`config.mk`:
```
export PLATFORM = sky130hd
export DESIGN_NAME = tcu_timer
export DESIGN_NICKNAME = d
export VERILOG_FILES = /design/src/inc/tcu_pkg.sv /design/src/rtl/tcu_prescaler.sv /design/src/rtl/tcu_timer.sv
export VERILOG_INCLUDE_DIRS = /design/src /design/src/inc
export SDC_FILE = /design/constraint.sdc
export NUM_CORES = 1
export LEC_CHECK = 0
export ABC_AREA = 1
export BUFFER_PORTS_ARGS = -buffer_cell sky130_fd_sc_hd__buf_2
export CAP_MARGIN = 30
export CORE_MARGIN = 3
export CORE_UTILIZATION = 54
export DETAILED_ROUTE_END_ITERATION = 16
export PLACE_DENSITY = 0.81
export SLEW_MARGIN = 30
export SYNTH_ARGS = -nofsm -noshare
export SYNTH_HDL_FRONTEND = slang
export SYNTH_SLANG_ARGS = --single-unit
```
`constraint.sdc`:
```
create_clock -name i_clk -period 3 [get_ports i_clk]
set_input_delay 0 -clock i_clk [delete_from_list [all_inputs] [get_ports i_clk]]
set_output_delay 0 -clock i_clk [all_outputs]
set_load 0.1 [all_outputs]
```
`src/inc/tcu_map.svh`:
```
// register map, field positions, reset values and counts of the timer
`ifndef TCU_MAP_SVH
`define TCU_MAP_SVH

`define TCU_IDX_PORT_MODE  8'h04
`define TCU_IDX_TIMER_MODE 8'h0d
`define TCU_IDX_LOW_NIB    8'h0e
`define TCU_IDX_HIGH_NIB   8'h0f
`define TCU_IDX_WATCHDOG_ENABLE_FLAG       8'h20
`define TCU_IDX_CTRL       8'h21
`define TCU_IDX_STATUS     8'h22
`define TCU_IDX_COUNT      8'h23
`define TCU_IDX_TOP        10

`define TCU_FSEL_BIT       3
`define TCU_CSEL_MSB       2
`define TCU_PINF_BIT       2
`define TCU_MASK_BIT       0
`define TCU_DIV_LSB        1
`define TCU_DIV_MSB        2
`define TCU_FLAG_BIT       0
`define TCU_WATCHDOG_ENABLE_FLAG_BIT       0

`define TCU_MODE_RST       4'h0
`define TCU_NIB_RST        4'h0
`define TCU_CNT_RST        8'h00
`define TCU_CNT_MAX        8'hff
`define TCU_CNT_ONE        8'h01
`define TCU_MASK_RST       1'b1
`define TCU_DIV_RST        2'h0

`define TCU_RESP_OKAY      2'h0
`define TCU_RESP_SLVERR    2'h2

`define TCU_PSC_W          16
`define TCU_INSTR_LOG2     5'h02
`define TCU_TAP0_LOG2      5'h0b
`define TCU_TAP1_LOG2      5'h0a
`define TCU_TAP2_LOG2      5'h09
`define TCU_TAP3_LOG2      5'h07
`define TCU_TAP4_LOG2      5'h05
`define TCU_TAP5_LOG2      5'h03
`define TCU_TAP6_LOG2      5'h02
`define TCU_TAP7_LOG2      5'h01

`endif

```
`src/inc/tcu_pkg.sv`:
```
// state types of the timer and its prescaler
`default_nettype none
`include "tcu_map.svh"

package tcu_pkg;

    typedef struct packed {
        logic [`TCU_PSC_W-1:0] cnt;
        logic                  tick;
    } tcu_psc_t;

    typedef struct packed {
        logic       aw_hold;
        logic [7:0] aw_idx;
        logic       aw_hit;
        logic       w_hold;
        logic [3:0] w_nib;
        logic       w_lane;
        logic       bvalid;
        logic [1:0] bresp;
        logic       rvalid;
        logic [1:0] rresp;
        logic [7:0] rdata;
        logic [3:0] timer_mode;
        logic [3:0] port_mode;
        logic [3:0] wr_low;
        logic [3:0] wr_high;
        logic [3:0] rd_low;
        logic [7:0] cnt;
        logic       watchdog_enable_flag;
        logic       ovf_flag;
        logic       irq_mask;
        logic [1:0] sys_div;
        logic       tout;
        logic       wdt_rst;
    } tcu_state_t;

endpackage : tcu_pkg
`default_nettype wire

```
`src/rtl/tcu_prescaler.sv`:
```
// prescaler producing one-cycle ticks at the selected tap
`timescale 1ns/1ps
`default_nettype none
`include "tcu_map.svh"

module tcu_prescaler
    import tcu_pkg::*;
(
    input  wire logic       i_clk,
    input  wire logic       i_resetn,
    input  wire logic       i_clear,
    input  wire logic [2:0] i_clk_sel,
    input  wire logic [1:0] i_sys_div,
    output logic            o_tick
);

    tcu_psc_t s_q;
    tcu_psc_t s_d;

    function automatic logic [4:0] tap_log2(input logic [2:0] sel);
        case (sel)
            3'h0: tap_log2 = `TCU_TAP0_LOG2;
            3'h1: tap_log2 = `TCU_TAP1_LOG2;
            3'h2: tap_log2 = `TCU_TAP2_LOG2;
            3'h3: tap_log2 = `TCU_TAP3_LOG2;
            3'h4: tap_log2 = `TCU_TAP4_LOG2;
            3'h5: tap_log2 = `TCU_TAP5_LOG2;
            3'h6: tap_log2 = `TCU_TAP6_LOG2;
            default: tap_log2 = `TCU_TAP7_LOG2;
        endcase
    endfunction : tap_log2

    logic [4:0]            span;
    logic [`TCU_PSC_W-1:0] mask;

    always_comb begin
        // oscillator periods per tick: tap * (4 << divisor)
        span = tap_log2(i_clk_sel) + `TCU_INSTR_LOG2 + {3'h0, i_sys_div};
        mask = ~({`TCU_PSC_W{1'b1}} << span);
        s_d = s_q;
        s_d.cnt = i_clear ? '0 : s_q.cnt + 1'b1;
        // one pulse per wrap of the low bits, never two in a row
        s_d.tick = !i_clear && ((s_q.cnt & mask) == mask);
    end

    always_ff @(posedge i_clk or negedge i_resetn) begin
        if (!i_resetn) begin
            s_q <= '0;
        end else begin
            s_q <= s_d;
        end
    end

    assign o_tick = s_q.tick;

endmodule : tcu_prescaler
`default_nettype wire

```
`src/rtl/tcu_timer.sv`:
```
// 8-bit timer with nibble registers over an AXI4-Lite slave
//
// Register access over AXI4-Lite was left to the implementer.
`timescale 1ns/1ps
`default_nettype none
`include "tcu_map.svh"

// Behaviour
// - 4-bit write-only mode register, zero on reset and stop entry.
// - function bit 0 selects free-running, 1 selects reload.
// - clock select picks 2048..2 instruction cycles per tick.
// - instruction cycle is 4, 8, 16 or 32 oscillator periods.
// - pin function bit routes shared pin: 0 port, 1 timer output.
// - 8-bit counter increments once per selected tick.
// - overflow sets the overflow request flag.
// - free-running overflow returns the counter to zero.
// - reload overflow loads the counter from the write pair.
// - counter is zero after reset and stop entry.
// - low nibble write stores only, counter untouched.
// - high nibble write loads counter from both nibbles at once.
// - later high-only writes reuse the stored low nibble.
// - low write nibble cleared on reset and stop entry.
// - high read returns live upper bits and latches lower bits.
// - low read returns the latched lower bits.
// - read registers hold no defined value after reset or stop.
// - watchdog flag can be set by software, never cleared.
// - overflow with watchdog flag set forces system reset.
// - watchdog flag cleared on reset and stop entry.
// - overflow interrupts only while mask is 0; flag cleared by software.
module tcu_timer
    import tcu_pkg::*;
#(
    parameter int AW = 12
) (
    input  wire logic          i_clk,
    input  wire logic          i_resetn,
    input  wire logic          i_stop_enter,
    input  wire logic          i_port_out,
    input  wire logic          i_port_oe,
    input  wire logic [AW-1:0] i_awaddr,
    input  wire logic          i_awvalid,
    output logic               o_awready,
    input  wire logic [31:0]   i_wdata,
    input  wire logic [3:0]    i_wstrb,
    input  wire logic          i_wvalid,
    output logic               o_wready,
    output logic [1:0]         o_bresp,
    output logic               o_bvalid,
    input  wire logic          i_bready,
    input  wire logic [AW-1:0] i_araddr,
    input  wire logic          i_arvalid,
    output logic               o_arready,
    output logic [31:0]        o_rdata,
    output logic [1:0]         o_rresp,
    output logic               o_rvalid,
    input  wire logic          i_rready,
    output logic               o_pin_out,
    output logic               o_pin_oe,
    output logic               o_ovf_irq,
    output logic               o_wdt_reset
);

    tcu_state_t s_q;
    tcu_state_t s_d;
    logic       tick;

    // one decode for both address channels
    function automatic logic [8:0] decode(input logic [AW-1:0] a);
        logic [7:0] idx;
        logic       ok;
        idx = a[9:2];
        ok = (a[1:0] == 2'h0) && ((a >> `TCU_IDX_TOP) == '0);
        if (ok) begin
            case (idx)
                `TCU_IDX_PORT_MODE,
                `TCU_IDX_TIMER_MODE,
                `TCU_IDX_LOW_NIB,
                `TCU_IDX_HIGH_NIB,
                `TCU_IDX_WATCHDOG_ENABLE_FLAG,
                `TCU_IDX_CTRL,
                `TCU_IDX_STATUS,
                `TCU_IDX_COUNT: ok = 1'b1;
                default: ok = 1'b0;
            endcase
        end
        decode = {ok, idx};
    endfunction : decode

    tcu_prescaler u_psc (
        .i_clk     (i_clk),
        .i_resetn  (i_resetn),
        .i_clear   (i_stop_enter),
        .i_clk_sel (s_q.timer_mode[`TCU_CSEL_MSB:0]),
        .i_sys_div (s_q.sys_div),
        .o_tick    (tick)
    );

    logic       wr_go;
    logic       wr_lo;
    logic       wr_hi;
    logic       ar_go;
    logic       rd_hi;
    logic       ovf;
    logic [8:0] ar_dec;
    logic [8:0] aw_dec;
    logic [7:0] rd_val;

    assign aw_dec = decode(i_awaddr);
    assign ar_dec = decode(i_araddr);
    assign o_awready = !s_q.aw_hold && !s_q.bvalid;
    assign o_wready = !s_q.w_hold && !s_q.bvalid;
    assign o_arready = !s_q.rvalid;

    always_comb begin
        wr_go = s_q.aw_hold && s_q.w_hold && !s_q.bvalid;
        wr_lo = wr_go && s_q.w_lane && s_q.aw_hit
            && (s_q.aw_idx == `TCU_IDX_LOW_NIB);
        wr_hi = wr_go && s_q.w_lane && s_q.aw_hit
            && (s_q.aw_idx == `TCU_IDX_HIGH_NIB);
        ar_go = i_arvalid && !s_q.rvalid;
        rd_hi = ar_go && ar_dec[8] && (ar_dec[7:0] == `TCU_IDX_HIGH_NIB);
        // a high-nibble load in the same cycle beats the tick
        ovf = tick && (s_q.cnt == `TCU_CNT_MAX)
            && !wr_hi && !i_stop_enter;

        case (ar_dec[7:0])
            `TCU_IDX_LOW_NIB: rd_val = {4'h0, s_q.rd_low};
            `TCU_IDX_HIGH_NIB: rd_val = {4'h0, s_q.cnt[7:4]};
            `TCU_IDX_WATCHDOG_ENABLE_FLAG: rd_val = {7'h00, s_q.watchdog_enable_flag};
            `TCU_IDX_CTRL: rd_val = {5'h00, s_q.sys_div, s_q.irq_mask};
            `TCU_IDX_STATUS: rd_val = {7'h00, s_q.ovf_flag};
            `TCU_IDX_COUNT: rd_val = s_q.cnt;
            // mode registers are write-only and read as zero
            default: rd_val = 8'h00;
        endcase
        // refused addresses read as zero, even misaligned mapped ones
        if (!ar_dec[8]) begin
            rd_val = 8'h00;
        end

        s_d = s_q;
        s_d.wdt_rst = 1'b0;

        // write address and data are taken in either order
        if (i_awvalid && o_awready) begin
            s_d.aw_hold = 1'b1;
            s_d.aw_idx = aw_dec[7:0];
            s_d.aw_hit = aw_dec[8];
        end
        if (i_wvalid && o_wready) begin
            s_d.w_hold = 1'b1;
            s_d.w_nib = i_wdata[3:0];
            s_d.w_lane = i_wstrb[0];
        end
        if (wr_go) begin
            s_d.aw_hold = 1'b0;
            s_d.w_hold = 1'b0;
            s_d.bvalid = 1'b1;
            s_d.bresp = s_q.aw_hit ? `TCU_RESP_OKAY : `TCU_RESP_SLVERR;
        end
        if (s_q.bvalid && i_bready) begin
            s_d.bvalid = 1'b0;
        end

        // register effects of a write; lane 0 carries every field
        if (wr_go && s_q.aw_hit && s_q.w_lane) begin
            case (s_q.aw_idx)
                `TCU_IDX_PORT_MODE: s_d.port_mode = s_q.w_nib;
                `TCU_IDX_TIMER_MODE: s_d.timer_mode = s_q.w_nib;
                `TCU_IDX_LOW_NIB: s_d.wr_low = s_q.w_nib;
                `TCU_IDX_HIGH_NIB: s_d.wr_high = s_q.w_nib;
                `TCU_IDX_WATCHDOG_ENABLE_FLAG: begin
                    // set-only: a zero write leaves the flag alone
                    s_d.watchdog_enable_flag = s_q.watchdog_enable_flag | s_q.w_nib[`TCU_WATCHDOG_ENABLE_FLAG_BIT];
                end
                `TCU_IDX_CTRL: begin
                    s_d.irq_mask = s_q.w_nib[`TCU_MASK_BIT];
                    s_d.sys_div = s_q.w_nib[`TCU_DIV_MSB:`TCU_DIV_LSB];
                end
                default: begin
                    s_d.sys_div = s_q.sys_div;
                end
            endcase
        end

        // read side; high read latches the live low nibble
        if (ar_go) begin
            s_d.rvalid = 1'b1;
            s_d.rdata = rd_val;
            s_d.rresp = ar_dec[8] ? `TCU_RESP_OKAY : `TCU_RESP_SLVERR;
        end
        if (rd_hi) begin
            s_d.rd_low = s_q.cnt[3:0];
        end
        if (s_q.rvalid && i_rready) begin
            s_d.rvalid = 1'b0;
        end

        // counter: load beats tick; overflow wraps or reloads
        if (wr_hi) begin
            s_d.cnt = {s_q.w_nib, s_q.wr_low};
        end else if (ovf) begin
            if (s_q.timer_mode[`TCU_FSEL_BIT]) begin
                s_d.cnt = {s_q.wr_high, s_q.wr_low};
            end else begin
                s_d.cnt = `TCU_CNT_RST;
            end
        end else if (tick) begin
            s_d.cnt = s_q.cnt + `TCU_CNT_ONE;
        end

        // flag: set wins over a software clear in the same cycle
        if (wr_go && s_q.aw_hit && s_q.w_lane
            && (s_q.aw_idx == `TCU_IDX_STATUS)
            && !s_q.w_nib[`TCU_FLAG_BIT]) begin
            s_d.ovf_flag = 1'b0;
        end
        if (ovf) begin
            s_d.ovf_flag = 1'b1;
            s_d.tout = !s_q.tout;
            s_d.wdt_rst = s_q.watchdog_enable_flag;
        end

        // stop entry initialises the timer state
        if (i_stop_enter) begin
            s_d.timer_mode = `TCU_MODE_RST;
            s_d.cnt = `TCU_CNT_RST;
            s_d.wr_low = `TCU_NIB_RST;
            s_d.watchdog_enable_flag = 1'b0;
            s_d.rd_low = s_q.rd_low;
        end
    end

    always_ff @(posedge i_clk or negedge i_resetn) begin
        if (!i_resetn) begin
            s_q <= '0;
            s_q.irq_mask <= `TCU_MASK_RST;
        end else begin
            s_q <= s_d;
        end
    end

    assign o_bvalid = s_q.bvalid;
    assign o_bresp = s_q.bresp;
    assign o_rvalid = s_q.rvalid;
    assign o_rresp = s_q.rresp;
    assign o_rdata = {24'h00_0000, s_q.rdata};
    // pwm waveform is not built; the pin shows an overflow toggle
    assign o_pin_out = s_q.port_mode[`TCU_PINF_BIT] ? s_q.tout : i_port_out;
    assign o_pin_oe = s_q.port_mode[`TCU_PINF_BIT] | i_port_oe;
    assign o_ovf_irq = s_q.ovf_flag && !s_q.irq_mask;
    assign o_wdt_reset = s_q.wdt_rst;
endmodule : tcu_timer
`default_nettype wire
```
### Yosys cells after proc, flatten, opt, wreduce, memory -nomap -nowiden

Cells that the tools add are included.
Widths: inputs -> output; s select.

* output and inout bits: 45
* register bits after elaboration: 82

* mux-type cells: 36
* reductions and logical operators: 58
* bitwise operators: 5
* $add $sub $neg: 4
* shift-type cells: 1
* equal/unequal tests: 31

Operator list (count)
* $eq 8x6->1 const B: 11
* $eq 8x4->1 const B: 9
* $pmux 8 s6: 1
* $mux 8: 5
* $mux 16: 2
* $pmux 4 s7: 1
* $logic_and 1x1->1: 25
* $eq 8x3->1 const B: 3
* $logic_not 12->1: 2
* $mux 4: 6
* $reduce_bool 2->1: 9
* $add 16x1->16 const B: 1
* $and 16x16->16: 1
* $eq 16x16->1: 1
* $not 16->16: 1
* $reduce_or 8->1: 2
* $shl 16x5->16 const A: 1
* $mux 1: 14
* $reduce_and 2->1: 7
* $mux 11: 1
* $mux 10: 1
* $eq 3x3->1 const B: 3
* $logic_not 1->1: 9
* $mux 9: 1
* other kinds (14): 18

### Longest topological paths before layout

* depth after elaboration: 11
* depth in mapped cells: 17

### By module

A second synthesis with hierarchy kept.

* cell total of the unflattened synthesis: 647
* area, all modules: 4737.0 um^2

Modules (own cells, without submodules)
* tcu_timer: sequential area each 1502.7 um^2, cells each 477, area an instance 3554.7 um^2, instances 1
* tcu_prescaler: sequential area each 425.4 um^2, cells each 170, area an instance 1182.4 um^2, instances 1

### Worst setup path after synthesis

Ideal clock, no wire load.

* path kind: register to register
* from: register s_q, in the netlist o_bvalid
* to: register s_q[55] in the netlist's numbering
* buffers on the path: 0
* period minus slack after synthesis: 3.242 ns
* arrival: 3.177 ns
* data required time: 2.935 ns
* slack: -0.242 ns
* library setup time: 0.065 ns
* stages on the path, launching flop included: 7
* path through: dfrtp_1 > nor2_1 > nand2_2 > or2_2 > o22ai_1 > nand3_1 > nand2_1

* longest elaborated chain between the ends: 3

RTL lines
* start: declaration: RTL line tcu_timer.sv:63 `tcu_state_t s_q;`
* $logic_not 1->1: RTL line tcu_timer.sv:110 `assign o_awready = !s_q.aw_hold && !s_q.bvalid;`
* $logic_and 1x1->1: RTL line tcu_timer.sv:110
* net o_awready: RTL line tcu_timer.sv:42 `output logic o_awready,`
* $logic_and 1x1->1: RTL line tcu_timer.sv:145 `if (i_awvalid && o_awready) begin`

The timed path passes the listed nets, and every way through them passes these cells.
A chain may end at the register's enable or synchronous reset.

==> flow_summary_export.csv <==
group,metric,value,unit
route,wire_per_inst,12.5,microns
timing,fmax,0.376,GHz
timing,fin_ws,0.343,ns
clocking,cts_tree,"done",
hold_path,holdPathStages,2,
power,p_leak,2.71,nW
clocking,clock_latency,0.35,ns
placed_design,dpl.cell_count,760,
power,p_int,1.87,mW
clocking,cts.clk_slew.worst_paths,0.08,ns
clocking,cts_root_buf,"clkbuf_8",
route,met2WireLength,4.68,mm
die,die_w,97.9,microns
yosys,synth_most_common_cell,"nand2_1",
route,vias,4089,
power,pwr-share-seq,0.422,
clocking,clkSinkCount,77,
power,combPwrFrac,0.265,
route,vias_per_cell,5.14,
die,placementRows,32,
route,met3_length,679,microns
critical_path,crit_family,"adder cells",
yosys,synth_top_area_frac,0.417,
timing,slew_viol_final,0,
die,coreArea,7970,sq um
critical_path,slowest_delay,0.54,ns
placed_design,hpwl,7.02,mm
clocking,post_cts_buffers,0,
power,power_density,577,nW/um^2
placed_design,place_ws,0.367,ns
layout,area_growth,14.2,%
critical_path,crit_top_cell,"nand2_1",
die,io_pins,115,
timing,period_share,0.886,
yosys,ys_async_sr_fraction,1.00,
power,switching_share,0.378,
timing,rsz0062_at_grt,"false",
timing,clock_skew,0.00553,ns
timing,tightest_slew,0.700,ns
power,irDropWorstVdd,792,uV
yosys,synth_area_leaders,"dfrtp_1 (42%), nand2_1 (13%), buf_4 (6.1%)",
yosys,yosysWarningCount,0,
critical_path,r2r_end,"u_psc.o_tick$_DFF_PN0_",
timing,setup-violations-final,0,
critical_path,cp_max_fo,6,
route,drc,0,
die,die_area,9580,sq um
layout,regArea,1930,sq um
timing,relSlewSlack,0.534,
yosys,ys_ff_latch,77,
layout,multi_input_area,2130,sq um
clocking,htreeDepth,3,
critical_path,crit_buf_inv,4,
layout,final-instance-count-excl-fill,796,
critical_path,reg2regPathDepth,16,
global_routing,grt_pass1_wl,17.3,mm
yosys,synth_edf_count,0,
global_routing,grt_max_degree,78,
critical_path,ff2ff_setup_slack,0.34,ns
timing,final-hold-violation-count,0,
yosys,synth_largest_area_cell,"dfrtp_1",
layout,nets,767,
global_routing,grt_antenna_before_repair,0,
placed_design,dpl_cell_area,4760,sq um
yosys,ys_top_cells_by_count,"nand2_1 (163), dfrtp_1 (76), inv_1 (73)",
yosys,synth_seq_area_share,0.423,
route,highest_layer,"met4",
power,switching_power,1.14,mW
route,drtIter0Drc,236,
die,initial_core_util,0.572,
route,antenna_left,0,
hold_path,holdCritStartpoint,"i_stop_enter",
global_routing,overflow,0,
placed_design,globalplace.congestion,0.865,
global_routing,grt_pass1_vias,3920,
critical_path,timing_worst_setup_path_type,"reg2reg",
power,totalPowerFinal,3.01,mW
flow_run,cap_violations,0,
critical_path,crit_path_end_kind,"flip-flop",
power,clkPwrFrac,0.313,
critical_path,path_cells,"nand2_1 > nand2_1 > a21oi_1 > ha_1 > inv_1 > ha_1 > inv_1 > fa_1 > inv_1 > or2_2 > nand3b_1 > nand2_1 > nand2_1 > inv_1 > nand2_1 > nor2_1",
layout,design_area,5210,sq um
yosys,synthesis.area,4560,sq um
layout,final_core_util,0.654,
global_routing,grt_util_all_layers,0.215,
layout,n_antenna_cell,0,
placed_design,io_buffers,57,
yosys,ys.flop_type,"dfrtp_1",
critical_path,start_kind,"flip-flop",
timing,period_needed,2.66,ns
critical_path,required,3.29,ns
route,totalWireLength,9.97,mm
layout,drive_gt1_frac,0.148,
hold_path,hold_class,"in2reg",
run_status,outcome,"completed",
route,dr.pass1.iters,8,
layout,fillCellCount,705,
route,drt-met1-wl,4.40,mm
clocking,cts_inserted_buffers,9,
critical_path,reg2reg_from,"s_q[32]$_DFFE_PN0P_",
hold_path,min_delay_worst_endpoint,"u_psc.s_q[12]$_DFF_PN0_",
yosys,synthesis.area_per_instance,7.37,sq um
yosys,syn_inst,619,
clocking,cts_buffer_depth,2,
critical_path,cp_slowest_cell,"fa_1",
die,die_y,97.9,microns
yosys,synthDistinctLibCells,40,
critical_path,arrival,2.95,ns
## worst max path at each step
stage	start	end	slack [ns]	cells after the start
after detailed placement	s_q[32]$_DFFE_PN0P_	u_psc.o_tick$_DFF_PN0_	0.37	16
after global routing	s_q[32]$_DFFE_PN0P_	u_psc.o_tick$_DFF_PN0_	0.09	16
after CTS	s_q[32]$_DFFE_PN0P_	u_psc.o_tick$_DFF_PN0_	0.34	16
final	s_q[32]$_DFFE_PN0P_	u_psc.o_tick$_DFF_PN0_	0.34	16
after global placement	s_q[32]$_DFFE_PN0P_	u_psc.o_tick$_DFF_PN0_	0.44	16
after floorplan	o_bvalid$_DFFE_PN0P_	s_q[55]$_DFFE_PN0P_	-0.24	6
## state kept, by name (all words and copies together) (netlist names)
name / count
o_bvalid: 1
u_psc.s_q: 16
o_rresp: 1
o_rvalid: 1
o_bresp: 1
u_psc.o_tick: 1
o_rdata: 8
s_q: 47
o_wdt_reset: 1
## layout by cell type, fill, tap and decap left out, drive strengths merged, types with 6 or more instances in the layout
master	n
ha	6
nor3	16
nand2	172
nand4	15
inv	75
nand3	27
a21oi	21
dfrtp	76
clkbuf	9
xor2	6
buf	57
o21ai	50
nor2	79
conb	26
a31oi	7
dlygate4sd3	21
## power by group through the flow
stage	registers [mW]	clock network [mW]	logic (mW)
after floorplan	1.31	0	0.594
after global placement	1.28	0	0.751
after detailed placement	1.29	0	0.768
after CTS	1.27	0.952	0.791
after global routing	1.28	1.00	0.867
final	1.27	0.942	0.795
## area by class of cell
class,instances,share of cell area
Clock buffer,9,0.0238
Clock inverter,6,0.0216
Inverter,76,0.0548
Multi-Input combinational cell,448,0.409
Sequential cell,77,0.370
Tap cell,102,0.0245
Timing Repair Buffer,78,0.0963
## cells by family after synthesis
family	Yosys count	share of synthesized area
adder cells (fa/ha/maj)	7	0.0209
multiplexers	2	0.00466
flip-flops	77	0.423
other	1	0.000822
XOR/XNOR	8	0.0154
AND/OR/NAND/NOR	320	0.305
buffers and inverters	119	0.131
AO/OA/AOI/OAI	85	0.0993
## repair_timing
item	in CTS	in global routing
endpoints found under the hold margin	94	0
hold buffers	21	0
gates resized for setup	0	0
## metrics by stage
stage          hold slack, ns  setup TNS [ns]
3_3_place_gp            0.174               0
3_5_place_dp            0.191               0
2_1_floorplan          -0.296          -0.956
6_report               0.0234               0
4_1_cts               0.00970               0
5_1_grt                0.0268               0
## per-layer routing
layer  up-vias  global-route usage
li1       2056                   -
met1      1856               0.277
met2       157               0.355
met3        20              0.0507
met4         0              0.0799
met5         -                   0
Note: power is estimated with default switching activity, not from simulation.
